## src/pdsr_pkg.sv

```systemverilog
// Shared constants, types and decode functions of the sink control block.
package pdsr_pkg;

  // Clock rate and indicator timing.
  localparam int CLK_MHZ = 250;
  localparam int BREATH_PERIOD_MS = 4000;
  localparam int MOIST_PERIOD_MS = 2000;
  localparam int FAULT_PERIOD_MS = 600;
  localparam int BREATH_CYC = BREATH_PERIOD_MS * CLK_MHZ * 1000;
  localparam int MOIST_CYC = MOIST_PERIOD_MS * CLK_MHZ * 1000;
  localparam int FAULT_CYC = FAULT_PERIOD_MS * CLK_MHZ * 1000;
  localparam int BREATH_STEPS = 512;

  // Register byte offsets.
  localparam logic [7:0] OFS_CTRL = 8'h00;
  localparam logic [7:0] OFS_STATUS = 8'h04;
  localparam logic [7:0] OFS_REQUEST = 8'h08;
  localparam logic [7:0] OFS_RESULT = 8'h0C;
  localparam logic [7:0] OFS_IRQ_STATUS = 8'h10;
  localparam logic [7:0] OFS_IRQ_CLEAR = 8'h14;
  localparam logic [7:0] OFS_IRQ_ENABLE = 8'h18;
  localparam logic [7:0] OFS_PDO_BASE = 8'h40;
  localparam logic [7:0] OFS_PDO_LAST = 8'h5C;

  // Control register bits.
  localparam int CTRL_EVAL_START = 0;
  localparam int CTRL_NEG_ACCEPT = 1;
  localparam int CTRL_NON_PD = 2;
  localparam int CTRL_NEG_REJECT = 3;

  // Power object entry fields; currents in 10 mA, voltages in 100 mV.
  localparam int PDO_MAXI_LSB = 0;
  localparam int PDO_MAXV_LSB = 9;
  localparam int PDO_MINV_LSB = 18;
  localparam int PDO_ADJ_BIT = 27;
  localparam int PDO_EPR_BIT = 28;
  localparam int PDO_VALID_BIT = 31;
  localparam int PDO_COUNT = 8;

  // Interrupt bits.
  localparam int IRQ_EVAL_DONE = 0;
  localparam int IRQ_CHARGING = 1;
  localparam int IRQ_MISMATCH = 2;
  localparam int IRQ_MOISTURE = 3;
  localparam int IRQ_FAULT = 4;
  localparam int IRQ_WIDTH = 5;

  // Highest selection level that names a real voltage (index 6).
  localparam logic [2:0] VOLTAGE_SELECT_LAST_VALID = 3'h5;
  localparam logic [31:0] RESET_ZERO = 32'h0000_0000;

  typedef enum logic [2:0] {
    ST_INIT,
    ST_CHARGING,
    ST_MISMATCH,
    ST_MOISTURE,
    ST_FAULT
  } pdsr_state_e;

  typedef enum logic [1:0] {
    ENG_IDLE,
    ENG_SCAN,
    ENG_DONE
  } pdsr_eng_e;

  // Selection level 0..7 stands for index 1..8.
  function automatic logic [8:0] voltOfLevel(input logic [2:0] lvl);
    case (lvl)
      3'h0: voltOfLevel = 9'h032;
      3'h1: voltOfLevel = 9'h05A;
      3'h2: voltOfLevel = 9'h078;
      3'h3: voltOfLevel = 9'h096;
      3'h4: voltOfLevel = 9'h0C8;
      3'h5: voltOfLevel = 9'h118;
      default: voltOfLevel = 9'h000;
    endcase
  endfunction

  function automatic logic [8:0] currOfLevel(input logic [2:0] lvl);
    case (lvl)
      3'h0: currOfLevel = 9'h064;
      3'h1: currOfLevel = 9'h096;
      3'h2: currOfLevel = 9'h0C8;
      3'h3: currOfLevel = 9'h0FA;
      3'h4: currOfLevel = 9'h12C;
      3'h5: currOfLevel = 9'h15E;
      3'h6: currOfLevel = 9'h190;
      default: currOfLevel = 9'h1F4;
    endcase
  endfunction

endpackage

```

## src/pdsr_indicator.sv

```systemverilog
// Indicator pattern generator for the sink status states.
`timescale 1ns/1ns
module pdsr_indicator #(
  parameter int BREATH_CYC = pdsr_pkg::BREATH_CYC,
  parameter int MOIST_CYC = pdsr_pkg::MOIST_CYC,
  parameter int FAULT_CYC = pdsr_pkg::FAULT_CYC
) (
  input wire logic clk,
  input wire logic nrst,
  input wire pdsr_pkg::pdsr_state_e mode,
  input wire logic restart,
  output logic ledOut
);

  localparam logic [31:0] BREATH_P = 32'(BREATH_CYC);
  localparam logic [31:0] MOIST_P = 32'(MOIST_CYC);
  localparam logic [31:0] FAULT_P = 32'(FAULT_CYC);
  localparam logic [31:0] STEP_P = 32'(BREATH_CYC / pdsr_pkg::BREATH_STEPS);

  logic [31:0] cnt_reg, cnt_next;
  logic [31:0] step_reg, step_next;
  logic [8:0] ramp_reg, ramp_next;
  logic led_reg, led_next;
  logic [31:0] period;
  logic [7:0] bright;

  always_comb begin
    case (mode)
      pdsr_pkg::ST_CHARGING: period = BREATH_P;
      pdsr_pkg::ST_MOISTURE: period = MOIST_P;
      pdsr_pkg::ST_FAULT: period = FAULT_P;
      default: period = BREATH_P;
    endcase
    bright = ramp_reg[8] ? ~ramp_reg[7:0] : ramp_reg[7:0];
    // Pattern restarts from its first phase on every state change.
    if (restart || cnt_reg >= period - 32'h1) begin
      cnt_next = 32'h0;
    end else begin
      cnt_next = cnt_reg + 32'h1;
    end
    // The breathing ramp climbs then falls once per period.
    if (restart || step_reg >= STEP_P - 32'h1) begin
      step_next = 32'h0;
    end else begin
      step_next = step_reg + 32'h1;
    end
    if (restart) begin
      ramp_next = 9'h000;
    end else if (step_reg >= STEP_P - 32'h1) begin
      ramp_next = ramp_reg + 9'h001;
    end else begin
      ramp_next = ramp_reg;
    end
    case (mode)
      pdsr_pkg::ST_CHARGING: led_next = cnt_reg[7:0] < bright;
      pdsr_pkg::ST_MISMATCH: led_next = 1'b1;
      pdsr_pkg::ST_MOISTURE: led_next = cnt_reg < (MOIST_P >> 1);
      pdsr_pkg::ST_FAULT: led_next = cnt_reg < (FAULT_P >> 1);
      default: led_next = 1'b0;
    endcase
  end

  always_ff @(posedge clk or negedge nrst) begin
    if (!nrst) begin
      cnt_reg <= 32'h0;
      step_reg <= 32'h0;
      ramp_reg <= 9'h000;
      led_reg <= 1'b0;
    end else begin
      cnt_reg <= cnt_next;
      step_reg <= step_next;
      ramp_reg <= ramp_next;
      led_reg <= led_next;
    end
  end

  assign ledOut = led_reg;

endmodule // pdsr_indicator

```

## src/pdsr_sink_ctrl.sv

```systemverilog
// Sink request, power object ranking and status control with Avalon-MM regs.
`timescale 1ns/1ns
module pdsr_sink_ctrl #(
  parameter int BREATH_CYC = pdsr_pkg::BREATH_CYC,
  parameter int MOIST_CYC = pdsr_pkg::MOIST_CYC,
  parameter int FAULT_CYC = pdsr_pkg::FAULT_CYC
) (
  input wire logic clk,
  input wire logic nrst,
  input wire logic [7:0] avsAddress,
  input wire logic avsRead,
  input wire logic avsWrite,
  input wire logic [31:0] avsWriteData,
  output logic [31:0] avsReadData,
  output logic avsWaitRequest,
  input wire logic [2:0] voltageSelectLevel,
  input wire logic [2:0] currentSelectLevel,
  input wire logic vbusAttached,
  input wire logic rdAttached,
  input wire logic initDone,
  input wire logic ccAttached,
  input wire logic ccOnCc2,
  input wire logic dataLineFault,
  input wire logic overVoltage,
  input wire logic overCurrent,
  input wire logic underVoltage,
  output logic outputSwitchEnable,
  output logic dischargeEnable,
  output logic orientationOut,
  output logic indicatorOut,
  output logic irq
);

  localparam int SYNC_W = 15;

  // Every pin input passes two flip-flops; the select levels are straps
  // and are expected to be static while the engine scans.
  logic [SYNC_W-1:0] pinRaw, syncA_reg, syncB_reg;
  assign pinRaw = {voltageSelectLevel, currentSelectLevel, vbusAttached,
                   rdAttached, initDone, ccAttached, ccOnCc2, dataLineFault,
                   overVoltage, overCurrent, underVoltage};

  genvar g;
  generate
    for (g = 0; g < SYNC_W; g++) begin : gSync
      always_ff @(posedge clk or negedge nrst) begin
        if (!nrst) begin
          syncA_reg[g] <= 1'b0;
          syncB_reg[g] <= 1'b0;
        end else begin
          syncA_reg[g] <= pinRaw[g];
          syncB_reg[g] <= syncA_reg[g];
        end
      end
    end
  endgenerate

  logic [2:0] vLevel, iLevel;
  logic ready, ccIsAttached, ccSecond, moisture, protect;
  assign vLevel = syncB_reg[14:12];
  assign iLevel = syncB_reg[11:9];
  assign ready = syncB_reg[8] & syncB_reg[7] & syncB_reg[6];
  assign ccIsAttached = syncB_reg[5];
  assign ccSecond = syncB_reg[4];
  assign moisture = syncB_reg[3];
  assign protect = syncB_reg[2] | syncB_reg[1] | syncB_reg[0];

  logic [8:0] reqVolt, reqCurr;
  assign reqVolt = pdsr_pkg::voltOfLevel(vLevel);
  assign reqCurr = pdsr_pkg::currOfLevel(iLevel);

  // Bus slave: one wait cycle, read data registered at the first edge.
  logic ack_reg, ack_next;
  logic [31:0] rdata_reg, rdata_next;
  logic busReq, wrTake, rdTake;
  assign busReq = avsRead | avsWrite;
  assign avsWaitRequest = busReq & ~ack_reg;
  assign wrTake = avsWrite & ack_reg;
  assign rdTake = avsRead & ~ack_reg;
  assign avsReadData = rdata_reg;

  logic evalStart, negAccept, negReject, irqClear, nonPdWr, pdoWr;
  assign evalStart = wrTake && avsAddress == pdsr_pkg::OFS_CTRL &&
                     avsWriteData[pdsr_pkg::CTRL_EVAL_START];
  assign negAccept = wrTake && avsAddress == pdsr_pkg::OFS_CTRL &&
                     avsWriteData[pdsr_pkg::CTRL_NEG_ACCEPT];
  assign negReject = wrTake && avsAddress == pdsr_pkg::OFS_CTRL &&
                     avsWriteData[pdsr_pkg::CTRL_NEG_REJECT];
  assign nonPdWr = wrTake && avsAddress == pdsr_pkg::OFS_CTRL;
  assign irqClear = wrTake && avsAddress == pdsr_pkg::OFS_IRQ_CLEAR;
  assign pdoWr = wrTake && avsAddress >= pdsr_pkg::OFS_PDO_BASE &&
                 avsAddress <= pdsr_pkg::OFS_PDO_LAST &&
                 avsAddress[1:0] == 2'h0;

  // Source power object table written by the protocol firmware.
  logic [31:0] pdoTab_reg [pdsr_pkg::PDO_COUNT];
  logic [31:0] pdoTab_next [pdsr_pkg::PDO_COUNT];
  logic nonPd_reg, nonPd_next;
  localparam int IRQ_W = pdsr_pkg::IRQ_WIDTH;
  logic [IRQ_W-1:0] irqEn_reg, irqEn_next;

  always_comb begin
    pdoTab_next = pdoTab_reg;
    if (pdoWr) begin
      pdoTab_next[avsAddress[4:2]] = avsWriteData;
    end
    nonPd_next = nonPdWr ? avsWriteData[pdsr_pkg::CTRL_NON_PD] : nonPd_reg;
    irqEn_next = irqEn_reg;
    if (wrTake && avsAddress == pdsr_pkg::OFS_IRQ_ENABLE) begin
      irqEn_next = avsWriteData[IRQ_W-1:0];
    end
  end

  // Match engine: scans all objects at one voltage, keeps the best ranked
  // fit, then steps to the next lower voltage only if none fitted.
  pdsr_pkg::pdsr_eng_e eng_reg, eng_next;
  logic [2:0] lvl_reg, lvl_next, idx_reg, idx_next, best_reg, best_next;
  logic [1:0] score_reg, score_next;
  logic found_reg, found_next, matchOk_reg, matchOk_next;
  logic evalDone_reg, evalDone_next;
  logic [8:0] resVolt_reg, resVolt_next;
  logic [31:0] ent;
  logic [8:0] curV, eMin, eMax, eCur;
  logic eAdj, fits, take;
  logic [1:0] eScore;

  always_comb begin
    ent = pdoTab_reg[idx_reg];
    curV = pdsr_pkg::voltOfLevel(lvl_reg);
    eMax = ent[pdsr_pkg::PDO_MAXV_LSB +: 9];
    eMin = ent[pdsr_pkg::PDO_MINV_LSB +: 9];
    eCur = ent[pdsr_pkg::PDO_MAXI_LSB +: 9];
    eAdj = ent[pdsr_pkg::PDO_ADJ_BIT];
    eScore = {ent[pdsr_pkg::PDO_EPR_BIT], eAdj};
    fits = ent[pdsr_pkg::PDO_VALID_BIT] && eCur >= reqCurr &&
           (eAdj ? (eMin <= curV && curV <= eMax) : eMax == curV);
    take = fits && (!found_reg || eScore > score_reg);
    eng_next = eng_reg;
    lvl_next = lvl_reg;
    idx_next = idx_reg;
    best_next = best_reg;
    score_next = score_reg;
    found_next = found_reg;
    matchOk_next = matchOk_reg;
    evalDone_next = evalDone_reg;
    resVolt_next = resVolt_reg;
    case (eng_reg)
      pdsr_pkg::ENG_IDLE, pdsr_pkg::ENG_DONE: begin
        if (evalStart) begin
          evalDone_next = 1'b0;
          matchOk_next = 1'b0;
          found_next = 1'b0;
          idx_next = 3'h0;
          lvl_next = vLevel;
          if (vLevel > pdsr_pkg::VOLTAGE_SELECT_LAST_VALID) begin
            evalDone_next = 1'b1;
            eng_next = pdsr_pkg::ENG_DONE;
          end else begin
            eng_next = pdsr_pkg::ENG_SCAN;
          end
        end
      end
      default: begin
        if (take) begin
          found_next = 1'b1;
          best_next = idx_reg;
          score_next = eScore;
          resVolt_next = curV;
        end
        idx_next = idx_reg + 3'h1;
        if (idx_reg == 3'h7) begin
          if (found_next) begin
            matchOk_next = 1'b1;
            evalDone_next = 1'b1;
            eng_next = pdsr_pkg::ENG_DONE;
          end else if (lvl_reg == 3'h0) begin
            evalDone_next = 1'b1;
            eng_next = pdsr_pkg::ENG_DONE;
          end else begin
            lvl_next = lvl_reg - 3'h1;
          end
        end
      end
    endcase
  end

  // Status machine; detach returns to INIT and beats all else, then protection beats the rest.
  pdsr_pkg::pdsr_state_e st_reg, st_next;
  logic sw_reg, sw_next, dis_reg, dis_next, ori_reg, ori_next;

  always_comb begin
    st_next = st_reg;
    if (!ready) begin
      st_next = pdsr_pkg::ST_INIT;
    end else if (protect) begin
      st_next = pdsr_pkg::ST_FAULT;
    end else begin
      case (st_reg)
        pdsr_pkg::ST_FAULT: st_next = pdsr_pkg::ST_FAULT;
        pdsr_pkg::ST_MOISTURE: begin
          if (!moisture) begin
            st_next = pdsr_pkg::ST_INIT;
          end
        end
        default: begin
          if (moisture) begin
            st_next = pdsr_pkg::ST_MOISTURE;
          end else if (negReject) begin
            st_next = pdsr_pkg::ST_MISMATCH;
          end else if (st_reg == pdsr_pkg::ST_CHARGING) begin
            st_next = pdsr_pkg::ST_CHARGING;
          end else if (nonPd_reg ||
                       (evalDone_reg && matchOk_reg && negAccept)) begin
            st_next = pdsr_pkg::ST_CHARGING;
          end else if (evalDone_reg && !matchOk_reg) begin
            st_next = pdsr_pkg::ST_MISMATCH;
          end
        end
      endcase
    end
    sw_next = st_next == pdsr_pkg::ST_CHARGING;
    dis_next = st_next == pdsr_pkg::ST_FAULT;
    ori_next = ccIsAttached ? ccSecond : ori_reg;
  end

  // Interrupts: entry into each state except INIT plus end of evaluation.
  logic [IRQ_W-1:0] irqSt_reg, irqSt_next, irqEvt;
  logic stChange;
  assign stChange = st_next != st_reg;

  always_comb begin
    irqEvt = '0;
    // A reserved request finishes at once while the old done flag is still
    // set, so the start strobe counts as a fresh completion too.
    irqEvt[pdsr_pkg::IRQ_EVAL_DONE] = evalDone_next &
      (~evalDone_reg | evalStart);
    irqEvt[pdsr_pkg::IRQ_CHARGING] = stChange &&
                                     st_next == pdsr_pkg::ST_CHARGING;
    irqEvt[pdsr_pkg::IRQ_MISMATCH] = stChange &&
                                     st_next == pdsr_pkg::ST_MISMATCH;
    irqEvt[pdsr_pkg::IRQ_MOISTURE] = stChange &&
                                     st_next == pdsr_pkg::ST_MOISTURE;
    irqEvt[pdsr_pkg::IRQ_FAULT] = stChange && st_next == pdsr_pkg::ST_FAULT;
    // A new event wins over a clear in the same cycle.
    irqSt_next = irqSt_reg;
    if (irqClear) begin
      irqSt_next = irqSt_reg & ~avsWriteData[IRQ_W-1:0];
    end
    irqSt_next = irqSt_next | irqEvt;
  end

  // Read data mux.
  always_comb begin
    ack_next = busReq & ~ack_reg;
    rdata_next = rdata_reg;
    if (rdTake) begin
      if (avsAddress == pdsr_pkg::OFS_CTRL) begin
        rdata_next = 32'({nonPd_reg, 2'h0});
      end else if (avsAddress == pdsr_pkg::OFS_STATUS) begin
        rdata_next = 32'({eng_reg == pdsr_pkg::ENG_SCAN, dis_reg, sw_reg,
                          ori_reg, evalDone_reg, matchOk_reg, st_reg});
      end else if (avsAddress == pdsr_pkg::OFS_REQUEST) begin
        rdata_next = 32'({iLevel, vLevel, reqCurr, reqVolt});
      end else if (avsAddress == pdsr_pkg::OFS_RESULT) begin
        rdata_next = 32'({best_reg, resVolt_reg});
      end else if (avsAddress == pdsr_pkg::OFS_IRQ_STATUS) begin
        rdata_next = 32'(irqSt_reg);
      end else if (avsAddress == pdsr_pkg::OFS_IRQ_ENABLE) begin
        rdata_next = 32'(irqEn_reg);
      end else if (avsAddress >= pdsr_pkg::OFS_PDO_BASE &&
                   avsAddress <= pdsr_pkg::OFS_PDO_LAST &&
                   avsAddress[1:0] == 2'h0) begin
        rdata_next = pdoTab_reg[avsAddress[4:2]];
      end else begin
        rdata_next = pdsr_pkg::RESET_ZERO;
      end
    end
  end

  always_ff @(posedge clk or negedge nrst) begin
    if (!nrst) begin
      ack_reg <= 1'b0;
      rdata_reg <= pdsr_pkg::RESET_ZERO;
      for (int i = 0; i < pdsr_pkg::PDO_COUNT; i++) begin
        pdoTab_reg[i] <= pdsr_pkg::RESET_ZERO;
      end
      nonPd_reg <= 1'b0;
      irqEn_reg <= '0;
      irqSt_reg <= '0;
      eng_reg <= pdsr_pkg::ENG_IDLE;
      lvl_reg <= 3'h0;
      idx_reg <= 3'h0;
      best_reg <= 3'h0;
      score_reg <= 2'h0;
      found_reg <= 1'b0;
      matchOk_reg <= 1'b0;
      evalDone_reg <= 1'b0;
      resVolt_reg <= 9'h000;
      st_reg <= pdsr_pkg::ST_INIT;
      sw_reg <= 1'b0;
      dis_reg <= 1'b0;
      ori_reg <= 1'b0;
    end else begin
      ack_reg <= ack_next;
      rdata_reg <= rdata_next;
      pdoTab_reg <= pdoTab_next;
      nonPd_reg <= nonPd_next;
      irqEn_reg <= irqEn_next;
      irqSt_reg <= irqSt_next;
      eng_reg <= eng_next;
      lvl_reg <= lvl_next;
      idx_reg <= idx_next;
      best_reg <= best_next;
      score_reg <= score_next;
      found_reg <= found_next;
      matchOk_reg <= matchOk_next;
      evalDone_reg <= evalDone_next;
      resVolt_reg <= resVolt_next;
      st_reg <= st_next;
      sw_reg <= sw_next;
      dis_reg <= dis_next;
      ori_reg <= ori_next;
    end
  end

  assign outputSwitchEnable = sw_reg;
  assign dischargeEnable = dis_reg;
  assign orientationOut = ori_reg;
  assign irq = |(irqSt_reg & irqEn_reg);

  // Restart rides on the registered state change, so the pattern restarts
  // one cycle after the state begins.
  logic stPrevChange_reg;
  always_ff @(posedge clk or negedge nrst) begin
    if (!nrst) begin
      stPrevChange_reg <= 1'b0;
    end else begin
      stPrevChange_reg <= stChange;
    end
  end

  pdsr_indicator #(
    .BREATH_CYC(BREATH_CYC),
    .MOIST_CYC(MOIST_CYC),
    .FAULT_CYC(FAULT_CYC)
  ) uIndicator (
    .clk(clk),
    .nrst(nrst),
    .mode(st_reg),
    .restart(stPrevChange_reg),
    .ledOut(indicatorOut)
  );

endmodule // pdsr_sink_ctrl

```

## config.mk

```make
export PLATFORM = sky130hd
export DESIGN_NAME = pdsr_sink_ctrl
export DESIGN_NICKNAME = d
export VERILOG_FILES = /design/src/pdsr_pkg.sv /design/src/pdsr_indicator.sv /design/src/pdsr_sink_ctrl.sv
export SDC_FILE = /design/constraint.sdc
export NUM_CORES = 1
export LEC_CHECK = 0
export ABC_AREA = 1
export BUFFER_PORTS_ARGS = -buffer_cell sky130_fd_sc_hd__buf_2
export CORE_ASPECT_RATIO = 0.8
export CORE_MARGIN = 2
export CORE_UTILIZATION = 33
export CTS_CLUSTER_DIAMETER = 150
export DETAILED_ROUTE_END_ITERATION = 6
export PLACE_DENSITY = 0.47
export SKIP_CTS_REPAIR_TIMING = 1
export SYNTH_ARGS = -nofsm -noshare
export SYNTH_HDL_FRONTEND = slang
export SYNTH_SLANG_ARGS = --single-unit
```

## constraint.sdc

```tcl
create_clock -name clk -period 3.4 [get_ports clk]
set_input_delay 0.34 -clock clk [delete_from_list [all_inputs] [get_ports clk]]
set_output_delay 0.34 -clock clk [all_outputs]
set_load 0.02 [all_outputs]
```

### Word level (Yosys, flattened, before mapping)

Index checks and enable logic that the tools add are counted.

| cells by class | value |
|---|---|
| equality and inequality tests | 38 |
| $add $sub $neg | 6 |
| mux-type cells | 63 |
| bitwise operators | 20 |
| reduce and logical (&&, ||, !) cells | 45 |
| $lt $le $gt $ge | 15 |

Operators by type and width:

| kind | number |
|---|---|
| $mux W32 | 14 |
| $bwmux W256 | 1 |
| $bmux W32 S3 | 2 |
| $pmux W9 S6 | 2 |
| $demux W32 S3 | 1 |
| $add A32 B1 Y32 const B | 2 |
| $pmux W9 S7 | 1 |
| $pmux W30 S2 | 1 |
| $mux W3 | 15 |
| $ge A32 B21 Y1 const B | 1 |
| $ge A32 B32 Y1 | 1 |
| $lt A32 B27 Y1 const B | 1 |
| $lt A32 B28 Y1 const B | 1 |
| $sub A30 B1 Y31 const B | 1 |
| $eq A3 B2 Y1 const B | 10 |
| $eq A3 B3 Y1 const B | 10 |
| $eq A8 B5 Y1 const B | 3 |
| $logic_and A1 B1 Y1 | 23 |
| $le A9 B9 Y1 | 2 |
| $mux W9 | 2 |
| $eq A8 B4 Y1 const B | 2 |
| $eq A3 B1 Y1 const B | 5 |
| $mux W1 | 14 |
| $mux W2 | 6 |
| 42 further kinds | 66 |

| word-level totals | value |
|---|---|
| register bits | 436 |
| bits of input ports | 59 |
| logic and storage cells | 248 |
| output and inout bits | 38 |

### Depth between registers and ports, before layout

Gate-level depths: netlist (run 1).

| depth | value |
|---|---|
| depth in word-level cells | 16 |
| mapped depth | 22 |
| mapped depth without buffers | 19 |

### Hierarchy

Synthesis (run 1) repeated with hierarchy kept, for this count alone.

| unflattened totals | value |
|---|---|
| cell total of the unflattened synthesis | 2818 |
| area total of the unflattened synthesis | 22721.8 um^2 |

By module, submodules not included:

| module | cells each | area an instance (um^2) | seq. area each (um^2) | times used |
|---|---|---|---|---|
| pdsr_sink_ctrl | 2194 | 17984.7 | 9033.7 | 1 |
| pdsr_indicator | 624 | 4737.0 | 1851.8 | 1 |

### Worst setup path after synthesis (run 1)

Ideal clock, no wire load.

| path | value |
|---|---|
| path type | reg-to-reg |
| from | register idx_reg[0] |
| to | register best_reg[0] |
| path slack | 379 ps |
| clock period less this slack | 3021 ps |
| data arrival time | 2891 ps |
| setup time | 130 ps |
| stages on the path, launching flop included | 20 |
| path through | dfrtp_1 -> buf_4 -> inv_2 -> buf_2 -> buf_2 -> buf_1 -> nor2_1 -> o221ai_1 -> o21ai_0 -> ha_1 -> nand2_1 -> nor4_1 -> nand2_1 -> nand2_1 -> nand2_1 -> nor2_2 -> nand3_2 -> buf_2 -> nand2_1 -> o21ai_1 |

| between the ends | value |
|---|---|
| cells in the longest elaborated chain, start to end | 10 |
| elaborated cells between the ends (all ways) | 16 |
| classes of those cells | 4 x order compare; 1 x eq/ne; 4 x mux; 1 x bitwise; 6 x reduce/logical |

RTL lines:

| item | RTL line | RTL |
|---|---|---|
| start, declared | pdsr_sink_ctrl.sv:117 | `logic [2:0] lvl_reg, lvl_next, idx_reg, idx_next, best_reg, best_next;` |
| start signal, assigned | pdsr_sink_ctrl.sv:312 | `idx_reg <= idx_next;` |
| $not A3 Y4 (not written as such) | pdsr_sink_ctrl.sv:128 | `ent = pdoTab_reg[idx_reg];` |
| $bmux W32 S3 | pdsr_sink_ctrl.sv:128 |  |
| $mux W32 (not written as such) (2 in series) | pdsr_sink_ctrl.sv:128 |  |
| $le A9 B9 Y1 | pdsr_sink_ctrl.sv:136 | `(eAdj ? (eMin <= curV && curV <= eMax) : eMax == curV);` |
| $logic_and A1 B1 Y1 | pdsr_sink_ctrl.sv:136 |  |
| $mux W1 | pdsr_sink_ctrl.sv:136 |  |
| $logic_and A1 B1 Y1 | pdsr_sink_ctrl.sv:135 | `fits = ent[pdsr_pkg::PDO_VALID_BIT] && eCur >= reqCurr &&` |
| $logic_and A1 B1 Y1 | pdsr_sink_ctrl.sv:137 | `take = fits && (!found_reg \|\| eScore > score_reg);` |
| $reduce_and A2 Y1 (no line) | - |  |
| end signal, assigned | pdsr_sink_ctrl.sv:313 | `best_reg <= best_next;` |
| end, declared | pdsr_sink_ctrl.sv:117 |  |

Parallel ways exist; a longest one is shown, timed or not. The select of a mux whose other input is x is not followed.
A chain may end at the register's enable or synchronous reset.

### Worst setup path after layout (run 1)

| path | value |
|---|---|
| from | register idx_reg[0] |
| to | register resVolt_reg[8] |

| between the ends | value |
|---|---|
| cells in the longest elaborated chain, start to end | 10 |
| elaborated cells between the ends (all ways) | 16 |
| classes of those cells | 4 x order compare; 1 x eq/ne; 4 x mux; 1 x bitwise; 6 x reduce/logical |

RTL lines:

| item | RTL line | RTL |
|---|---|---|
| $not A3 Y4 (not written as such) (*) | pdsr_sink_ctrl.sv:128 |  |
| $bmux W32 S3 (*) | pdsr_sink_ctrl.sv:128 |  |
| $mux W32 (not written as such) (*) (2 in series) | pdsr_sink_ctrl.sv:128 |  |
| $le A9 B9 Y1 | pdsr_sink_ctrl.sv:136 |  |
| $logic_and A1 B1 Y1 | pdsr_sink_ctrl.sv:136 |  |
| $mux W1 | pdsr_sink_ctrl.sv:136 |  |
| $logic_and A1 B1 Y1 | pdsr_sink_ctrl.sv:135 |  |
| $logic_and A1 B1 Y1 (*) | pdsr_sink_ctrl.sv:137 |  |
| $reduce_and A2 Y1 (no line) (*) | - |  |
| end signal, assigned | pdsr_sink_ctrl.sv:318 | `resVolt_reg <= resVolt_next;` |
| end, declared | pdsr_sink_ctrl.sv:121 | `logic [8:0] resVolt_reg, resVolt_next;` |

Mark *: on every way between the ends. The rest lies on a longest branch, timed or not. The select of a mux whose other input is x is not followed.

==> impl_metrics.tcl, run 1 <==
set metrics [dict create \
    status "finished, final reports clean" \
    synth-main-ff-cell "dfrtp_1" \
    die_area_um2 69370 \
    core-area_um2 66900 \
    initial_core_util_pct 33.18 \
    synth_seq_cells 435 \
    place_congestion 0.8900 \
    synth_edf_count 0 \
    dp_hpwl_um 48080 \
    synth_commonest_cells "611 x nand2_1, 435 x dfrtp_1, 303 x o21ai_1" \
    die-height_um 236.0 \
    synth_top_area_share_pct 49.04 \
    totalWireLength_um 74610 \
    num_vias 19670 \
    n_antenna_cell 0 \
    required_ns 3.87 \
    reg2reg_depth 16 \
    power_density_nw_per_um2 520.1 \
    async_reset_ff_share_pct 100.0 \
    relSlewSlack_pct 33.62 \
    cts_root_buffer "clkbuf_16" \
    wl_per_cell_um 20.28 \
    busiest_layer "met2" \
    fin_area_um2 25560 \
    cp-end-kind "flip-flop" \
    drtIter0Drc 1763 \
    ys_seq_area_share_pct 49.04 \
    use_met3_pct 2.996 \
    fin_cells 3679 \
    cts_htree_levels 2 \
    nFillCells 6758 \
    cts_tree "done" \
    synth_top_area_cell "dfrtp_1" \
    syn_to_final_growth_pct 15.14 \
    final-max-slew-violation-count 0 \
    setup.worst_path.class "reg2reg" \
    hold_path.class "in2reg" \
    num_rows 85 \
    max_freq_mhz 323.3 \
    grt_pass1_vias 19210 \
    largest_reg_flops 256 \
    period_needed_ns 3.093 \
    crit_chain "clkinv_2 -> buf_12 -> o21ai_0 -> o221ai_1 -> o21ai_0 -> ha_1 -> nand2_1 -> nor4_1 -> nand2_1 -> nand2_1 -> nand2_1 -> nor2_2 -> nand3_2 -> buf_4 -> nand2_1 -> o21ai_1" \
    synth.area.top_cells "dfrtp_1 49%, nand2_1 10%, o21ai_1 6.8%, o21ai_0 4.3%, o22ai_1 3.9%" \
    drc 0 \
    p_total_uw 13290 \
    setup_viol 0 \
    ir_worst_vdd_mv 0.3332 \
    crit_top_cell "nand2_1" \
    layout-drive-gt1-share_pct 10.79 \
    synth_most_common_cell "nand2_1" \
    grt_util_met1_pct 31.55 \
    drtPass1Iterations 5 \
    gr-total-overflow 0 \
    synth_area_per_cell_um2 8.252 \
    final_nets 2904 \
    cts_buffer_depth 3 \
    yosys_warnings 0 \
    rsz0062_at_grt "no" \
    numCtsBuffers 47 \
    cp.arrival_ns 3.56 \
    clock_skew_ns 0.02494 \
    grtUsageTotal_pct 21.58 \
    syn_inst 2690 \
    drv_cap 0 \
    clkSinkCount 435 \
    path_clk_slew_ns 0.06 \
    worstMarginPinSlew_ns 0.9957 \
    grt_max_degree 84 \
    antenna_left 0 \
    via_per_inst 5.347 \
    hold_viol 0 \
    synth_area_um2 22200 \
    critPathLaunchType "flip-flop" \
    crit_path_max_incr_delay_ns 0.51 \
    finalCritPeriodShare_pct 90.98 \
    ios 97 \
    antenna_found_initial 0 \
    grt.met2_usage_pct 33.21 \
    leakagePower_uw 0.01161 \
    clk_latency_ns 0.60 \
    dp_cells 3585 \
    finalSetupTns_ns 0 \
    fp.dieW_um 294.0 \
    grt_pass1_wl_um 116500 \
    cpMaxStageDelayCell "dfrtp_4" \
    numPortBuffers 96 \
    postPlaceCellArea_um2 23910 \
    yosysUniqueCellTypes 57 \
    min_path_cells 3 \
    cp_max_fo 41 \
]
metal layers:
metal  vias up  part of all wire (%)
met1      9528                    47
met4         0                   2.4
met2       671                    44
met5         -                     0
li1       9365                     -
met3       106                   6.3
placed cells by master (no fill, tap or decap), types with 5 or more instances in the layout:
cell type,count
nand2_1,609
inv_1,144
clkbuf_1,11
a32o_1,11
conb_1,14
nor2_1,214
o22ai_1,140
inv_2,21
clkbuf_16,48
nand4_1,25
buf_4,54
a22o_1,9
o221ai_1,9
dfrtp_1,433
a21oi_1,102
clkbuf_8,9
buf_2,95
nand4_4,7
xor2_1,28
buf_12,14
xnor2_1,17
clkinv_2,5
a31oi_1,8
nor3_1,21
nand2_2,8
ha_1,65
nand3_1,97
o21ai_1,303
o21ai_0,191
a221o_1,7
dlygate4sd3_1,16
nor2_2,10
worst paths after layout:
path	from	slack, ns	endpoint
worst min-delay path	avsWriteData[2]	0.005	nonPd_reg$_DFFE_PN0P_
worst min register to register	syncA_reg[8]$_DFF_PN0_	0.33	syncB_reg[8]$_DFF_PN0_
worst max-delay path	idx_reg[0]$_DFFE_PN0P_	0.31	resVolt_reg[8]$_DFFE_PN0P_
max in group asynchronous	nrst	1.99	uIndicator.step_reg[21]$_DFF_PN0_
worst max register to register	idx_reg[0]$_DFFE_PN0P_	0.31	resVolt_reg[8]$_DFFE_PN0P_
min in group asynchronous	nrst	0.35	pdoTab_reg[14]$_DFFE_PN0P_
cell families after synthesis:
logic type | share of synthesized area, %
simple gates | 19.85
fa+ha+maj | 3.664
compound gates | 19.90
flops | 49.04
xor+xnor | 1.775
buf+inv | 5.749
other cells | 0.03383
layout make-up:
| cell class | instances | area (um^2) | share of cell area, % |
|---|---|---|---|
| clock buffers | 68 | 1366 | 5.346 |
| clock inverters | 10 | 121.4 | 0.4748 |
| flip-flops and latches | 435 | 10890 | 42.61 |
| well taps | 870 | 1089 | 4.259 |
| repair buffers | 181 | 1348 | 5.272 |
| multi-input cells | 1946 | 10110 | 39.55 |
| inverters | 169 | 635.6 | 2.487 |
per-stage QoR:
stage,setup WS [ns],hold slack (ns),util [%]
floorplan,0.3791,0.04441,-
finish,0.3068,0.005482,38.21
detailed placement,0.3248,0.3355,35.74
global placement,0.4218,0.3335,35.74
CTS,0.3120,-0.2402,37.96
global route,0.02365,0.0001525,38.21
critical path, delay by kind of cell (launching register included):
| kind | cells | cell delay (ns) |
|---|---|---|
| compound gates | 4 | 0.48 |
| fa+ha+maj | 1 | 0.29 |
| buf+inv | 3 | 0.59 |
| flops | 1 | 0.51 |
| simple gates | 8 | 1.07 |
report_power, final:
part           total [uW]  switching [uW]  internal, uW
logic                2700            1780           922
clock network        5100            2180          2920
registers            5490             151          5340
(Power assumes the default switching activity.)
==> run 2: changes to the inputs <==
--- a/config.mk
+++ b/config.mk
@@ -13,5 +13,5 @@
 export CTS_CLUSTER_DIAMETER = 150
 export DETAILED_ROUTE_END_ITERATION = 6
-export PLACE_DENSITY = 0.47
+export PLACE_DENSITY = 0.49
 export SKIP_CTS_REPAIR_TIMING = 1
 export SYNTH_ARGS = -nofsm -noshare
==> constraint.sdc (replaced) <==
create_clock -name clk -period 2.5 [get_ports clk]
set_input_delay 0.5 -clock clk [delete_from_list [all_inputs] [get_ports clk]]
set_output_delay 0.5 -clock clk [all_outputs]
set_load 0.02 [all_outputs]
==> impl_metrics.tcl, run 2 (synthesis results as in run 1) <==
set metrics [dict create \
    syn_to_final_growth_pct 26.01 \
    ir_worst_vdd_mv 0.4275 \
    path_clk_slew_ns 0.07 \
    place_congestion 0.8985 \
    initial_core_util_pct 33.18 \
    relSlewSlack_pct 52.55 \
    grt_pass1_vias 19980 \
    min_path_cells 1 \
    cts_tree "done" \
    clock_skew_ns 0.02023 \
    required_ns 2.98 \
    setup_viol 53 \
    max_freq_mhz 330.7 \
    hold_start "vbusAttached" \
    finalCritPeriodShare_pct 121.0 \
    pre_cts_slack_ns -0.5864 \
    hold_viol 0 \
    setup.worst_path.start "idx_reg[0]$_DFFE_PN0P_" \
    drv_cap 0 \
    fin_hold_ws_ns 0.01539 \
    drtPass1Iterations 6 \
    numPortBuffers 96 \
    cp-end-kind "flip-flop" \
    period_needed_ns 3.024 \
    power_density_nw_per_um2 699.0 \
    core-area_um2 66900 \
    worstMarginPinSlew_ns 0.7118 \
    cts_buffer_depth 3 \
    die-height_um 236.0 \
    via_per_inst 5.351 \
    grt_pass1_wl_um 118600 \
    worst_slack_ns -0.5243 \
    status "finished with violations" \
    layout_common_cells "594 x nand2_1, 431 x dfrtp_1, 322 x o21ai_1" \
    leakagePower_uw 0.01271 \
    hold_path.class "in2reg" \
    num_vias 20620 \
    layout-drive-gt1-share_pct 19.81 \
    mostFrequentLayoutCell "nand2_1" \
    timing.rr.start "idx_reg[0]$_DFFE_PN0P_" \
    reg2reg_to "resVolt_reg[6]$_DFFE_PN0P_" \
    largest_reg_flops 256 \
    ff2ff_setup_slack_ns -0.52 \
    ios 97 \
    cts_htree_levels 2 \
    die_area_um2 69370 \
    grtUsageTotal_pct 21.90 \
    min_to "syncA_reg[8]$_DFF_PN0_" \
    reg2reg_depth 17 \
    setup.worst_path.class "reg2reg" \
    grt_max_degree 87 \
    final_nets 3072 \
    final-max-slew-violation-count 0 \
    dp_hpwl_um 50590 \
    totalWireLength_um 77900 \
    clkSinkCount 435 \
    gr-total-overflow 0 \
    rsz0062_at_grt "yes" \
    cp.arrival_ns 3.51 \
    numCtsBuffers 48 \
    drtIter0Drc 1991 \
    antenna_found_initial 3 \
    num_rows 85 \
    fp.dieW_um 294.0 \
    cts_root_buffer "clkbuf_16" \
    antenna_left 0 \
    clk_latency_ns 0.59 \
    critPathLaunchType "flip-flop" \
    cp_max_fo 7 \
    drc 0 \
    violations "setup timing" \
    wl_per_cell_um 20.21 \
]
==> run 2: worst max-delay path: stages (launching register included) <==
cell	delay, ns
dfrtp_4	0.54
buf_12	0.15
clkinv_8	0.06
clkbuf_16	0.16
buf_8	0.14
o21ai_0	0.24
a31oi_1	0.16
ha_1	0.32
nand3_1	0.08
nor3_2	0.15
nand3_1	0.11
nand3_2	0.12
nand2_2	0.08
nor2_4	0.11
nand3_4	0.16
clkbuf_16	0.21
nand2_1	0.05
o21ai_1	0.05
==> run 2: worst max path at each step <==
stage,slack [ns],end,depth (start not counted)
2_1_floorplan,-0.15,best_reg[0]$_DFFE_PN0P_,19
3_3_place_gp,-0.51,resVolt_reg[5]$_DFFE_PN0P_,16
3_5_place_dp,-0.59,irqSt_reg[0]$_DFF_PN0_,18
4_1_cts,-0.60,irqSt_reg[0]$_DFF_PN0_,18
5_1_grt,-0.68,best_reg[1]$_DFFE_PN0P_,16
6_report,-0.52,resVolt_reg[6]$_DFFE_PN0P_,17
==> run 2: through the flow <==
stage          area (um^2)  setup TNS (ns)  cells  total power (uW)  utilization (%)
2_1_floorplan        22420          -1.782   2702             10060                -
3_3_place_gp         25260          -10.13   3736             11500            37.76
3_5_place_dp         25260          -11.34   3736             11560            37.76
4_1_cts              26820          -12.62   3821             18780            40.10
5_1_grt              27970          -17.79   3853             20520            41.81
6_report             27970          -10.28   3854             19550            41.82
==> run 2: cell type report <==
| cell class | count | area [um^2] |
|---|---|---|
| multi-input cells | 1946 | 10690 |
| flip-flops and latches | 435 | 10890 |
| inverters | 169 | 651.9 |
| fillers | 6629 | 38920 |
| clock buffers | 75 | 1474 |
| repair buffers | 347 | 3068 |
| clock inverters | 10 | 87.58 |
| repair inverters | 1 | 16.27 |
| well taps | 870 | 1089 |
| diodes | 1 | 2.502 |
==> run 2: power by group <==
group          switching, uW  internal (uW)
Clock                   3020           4130
Combinational           2880           2040
Sequential               226           7260
Total                   6120          13400
==> run 2: per-layer routing <==
metal / vias up / wire length, um / track usage, %
met4: 4 / 1961 / 6.463
met2: 750 / 34900 / 33.88
li1: 9727 / - / -
met3: 131 / 5323 / 3.571
met5: - / 25 / 0
met1: 10010 / 35690 / 31.46
==> run 3: changes to the inputs <==
CORE_MARGIN = default   (was 2)
==> impl_metrics.tcl, run 3 (synthesis results as in run 1) <==
set metrics [dict create \
    totalWireLength_um 77150 \
    violations "setup timing" \
    cpMaxStageDelayCell "dfrtp_4" \
    dp_cells 3708 \
    fp.dieW_um 292.0 \
    worst_slack_ns -0.5182 \
    timing.rr.start "idx_reg[0]$_DFFE_PN0P_" \
    gr-total-overflow 0 \
    numCtsBuffers 48 \
    place_congestion 0.8933 \
    final-max-slew-violation-count 0 \
    crit_family "compound AO/OA/AOI/OAI gates" \
    num_rows 84 \
    drv_cap 0 \
    syn_to_final_growth_pct 24.33 \
    crit_top_cell "o21ai_1" \
    grtUsageTotal_pct 22.26 \
    reg2reg_depth 18 \
    ir_worst_vdd_mv 0.3617 \
    hold_path.class "in2reg" \
    die_area_um2 68320 \
    crit_path_max_incr_delay_ns 0.57 \
    fin_cells 3813 \
    power_density_nw_per_um2 704.1 \
    crit_chain "clkinv_8 -> buf_12 -> clkbuf_16 -> o21ai_1 -> o22ai_1 -> o21ai_1 -> ha_1 -> a21oi_1 -> o21ai_1 -> a21oi_1 -> nand2_1 -> nand2_2 -> nand2_2 -> nor2_4 -> nand3_4 -> buf_12 -> nand2_1 -> o21ai_1" \
    setup.worst_path.class "reg2reg" \
    mostFrequentLayoutCell "nand2_1" \
    drtPass1Iterations 6 \
    cts_htree_levels 2 \
    hold_start "dataLineFault" \
    pre_cts_slack_ns -0.5534 \
    num_vias 20380 \
    n_antenna_cell 0 \
    final_nets 3043 \
    dp_hpwl_um 50630 \
    reg2reg_to "resVolt_reg[8]$_DFFE_PN0P_" \
    numPortBuffers 96 \
    cts_buffer_depth 3 \
    clk_latency_ns 0.60 \
    min_path_cells 1 \
    grt_max_degree 67 \
    finalCritPeriodShare_pct 120.7 \
    min_to "syncA_reg[3]$_DFF_PN0_" \
    largest_reg_flops 256 \
    cts_tree "done" \
    cp-end-kind "flip-flop" \
    wl_per_cell_um 20.23 \
    grt_pass1_vias 19560 \
    critPathLaunchType "flip-flop" \
    setup_viol 22 \
    drc 0 \
    clkSinkCount 435 \
    grt_pass1_wl_um 117900 \
    rsz0062_at_grt "yes" \
    period_needed_ns 3.018 \
    via_per_inst 5.344 \
    ff2ff_setup_slack_ns -0.52 \
    max_freq_mhz 331.3 \
    cp.arrival_ns 3.49 \
    core-area_um2 66110 \
    relSlewSlack_pct 61.58 \
    hold_viol 0 \
    fin_util_pct 41.75 \
    layout-drive-gt1-share_pct 18.96 \
    path_clk_slew_ns 0.06 \
    die-height_um 234.0 \
    worstMarginPinSlew_ns 0.5762 \
    cp_max_fo 7 \
    clock_skew_ns 0.01499 \
    required_ns 2.97 \
    drtIter0Drc 2056 \
    cts_root_buffer "clkbuf_16" \
    layout_common_cells "597 x nand2_1, 430 x dfrtp_1, 317 x o21ai_1" \
    status "finished with violations" \
    antenna_left 0 \
    ios 97 \
    initial_core_util_pct 33.58 \
    leakagePower_uw 0.01260 \
    crit_buf_inv 4 \
    antenna_found_initial 4 \
]
[run 3: worst reg2reg max path: cells and delay by family (launching register included)]
kind                     cells  cell delay (ns)
adder cells (fa/ha/maj)      1             0.28
buffers and inverters        4             0.68
AO/OA/AOI/OAI                7             0.78
flip-flops                   1             0.57
AND/OR/NAND/NOR              6             0.59
[run 3: cell type report]
cell class	instances	area, um^2
clock buffers	61	1311
inverters	169	649.4
repair buffers	317	2821
flip-flops and latches	435	10890
clock inverters	23	280.3
fillers	6590	38510
repair inverters	2	22.52
well taps	860	1076
multi-input cells	1946	10540
[run 3: worst max path at each step]
stage	startpoint	end	slack, ns	cells after the start
floorplan	idx_reg[0]$_DFFE_PN0P_	best_reg[0]$_DFFE_PN0P_	-0.15	19
global placement	idx_reg[0]$_DFFE_PN0P_	irqSt_reg[0]$_DFF_PN0_	-0.52	19
detailed placement	idx_reg[0]$_DFFE_PN0P_	irqSt_reg[0]$_DFF_PN0_	-0.55	18
CTS	idx_reg[0]$_DFFE_PN0P_	irqSt_reg[0]$_DFF_PN0_	-0.55	18
global route	idx_reg[0]$_DFFE_PN0P_	resVolt_reg[5]$_DFFE_PN0P_	-0.66	17
finish	idx_reg[0]$_DFFE_PN0P_	resVolt_reg[8]$_DFFE_PN0P_	-0.52	18
[run 3: metal layers]
layer	global-route usage, %	wire [um]	up-vias
li1	-	-	9673
met1	32.72	36230	9748
met2	33.76	33180	828
met3	3.535	5870	122
met4	6.036	1829	6
met5	0	37	-
[run 3: through the flow]
stage / total power, uW / area, um^2 / setup TNS [ns] / hold slack [ns]
2_1_floorplan: 10060 / 22420 / -1.782 / 0.2044
3_3_place_gp: 11460 / 25190 / -9.736 / 0.3335
3_5_place_dp: 11520 / 25190 / -10.20 / 0.3363
4_1_cts: 18950 / 26780 / -10.45 / -0.1392
5_1_grt: 20280 / 27600 / -13.74 / 0.0003964
6_report: 19430 / 27600 / -9.289 / 0.01298
[run 3: report_power, final]
| group | internal [uW] | switching (uW) |
|---|---|---|
| sequential | 7260 | 235 |
| clock | 4320 | 3060 |
| combinational | 1820 | 2730 |
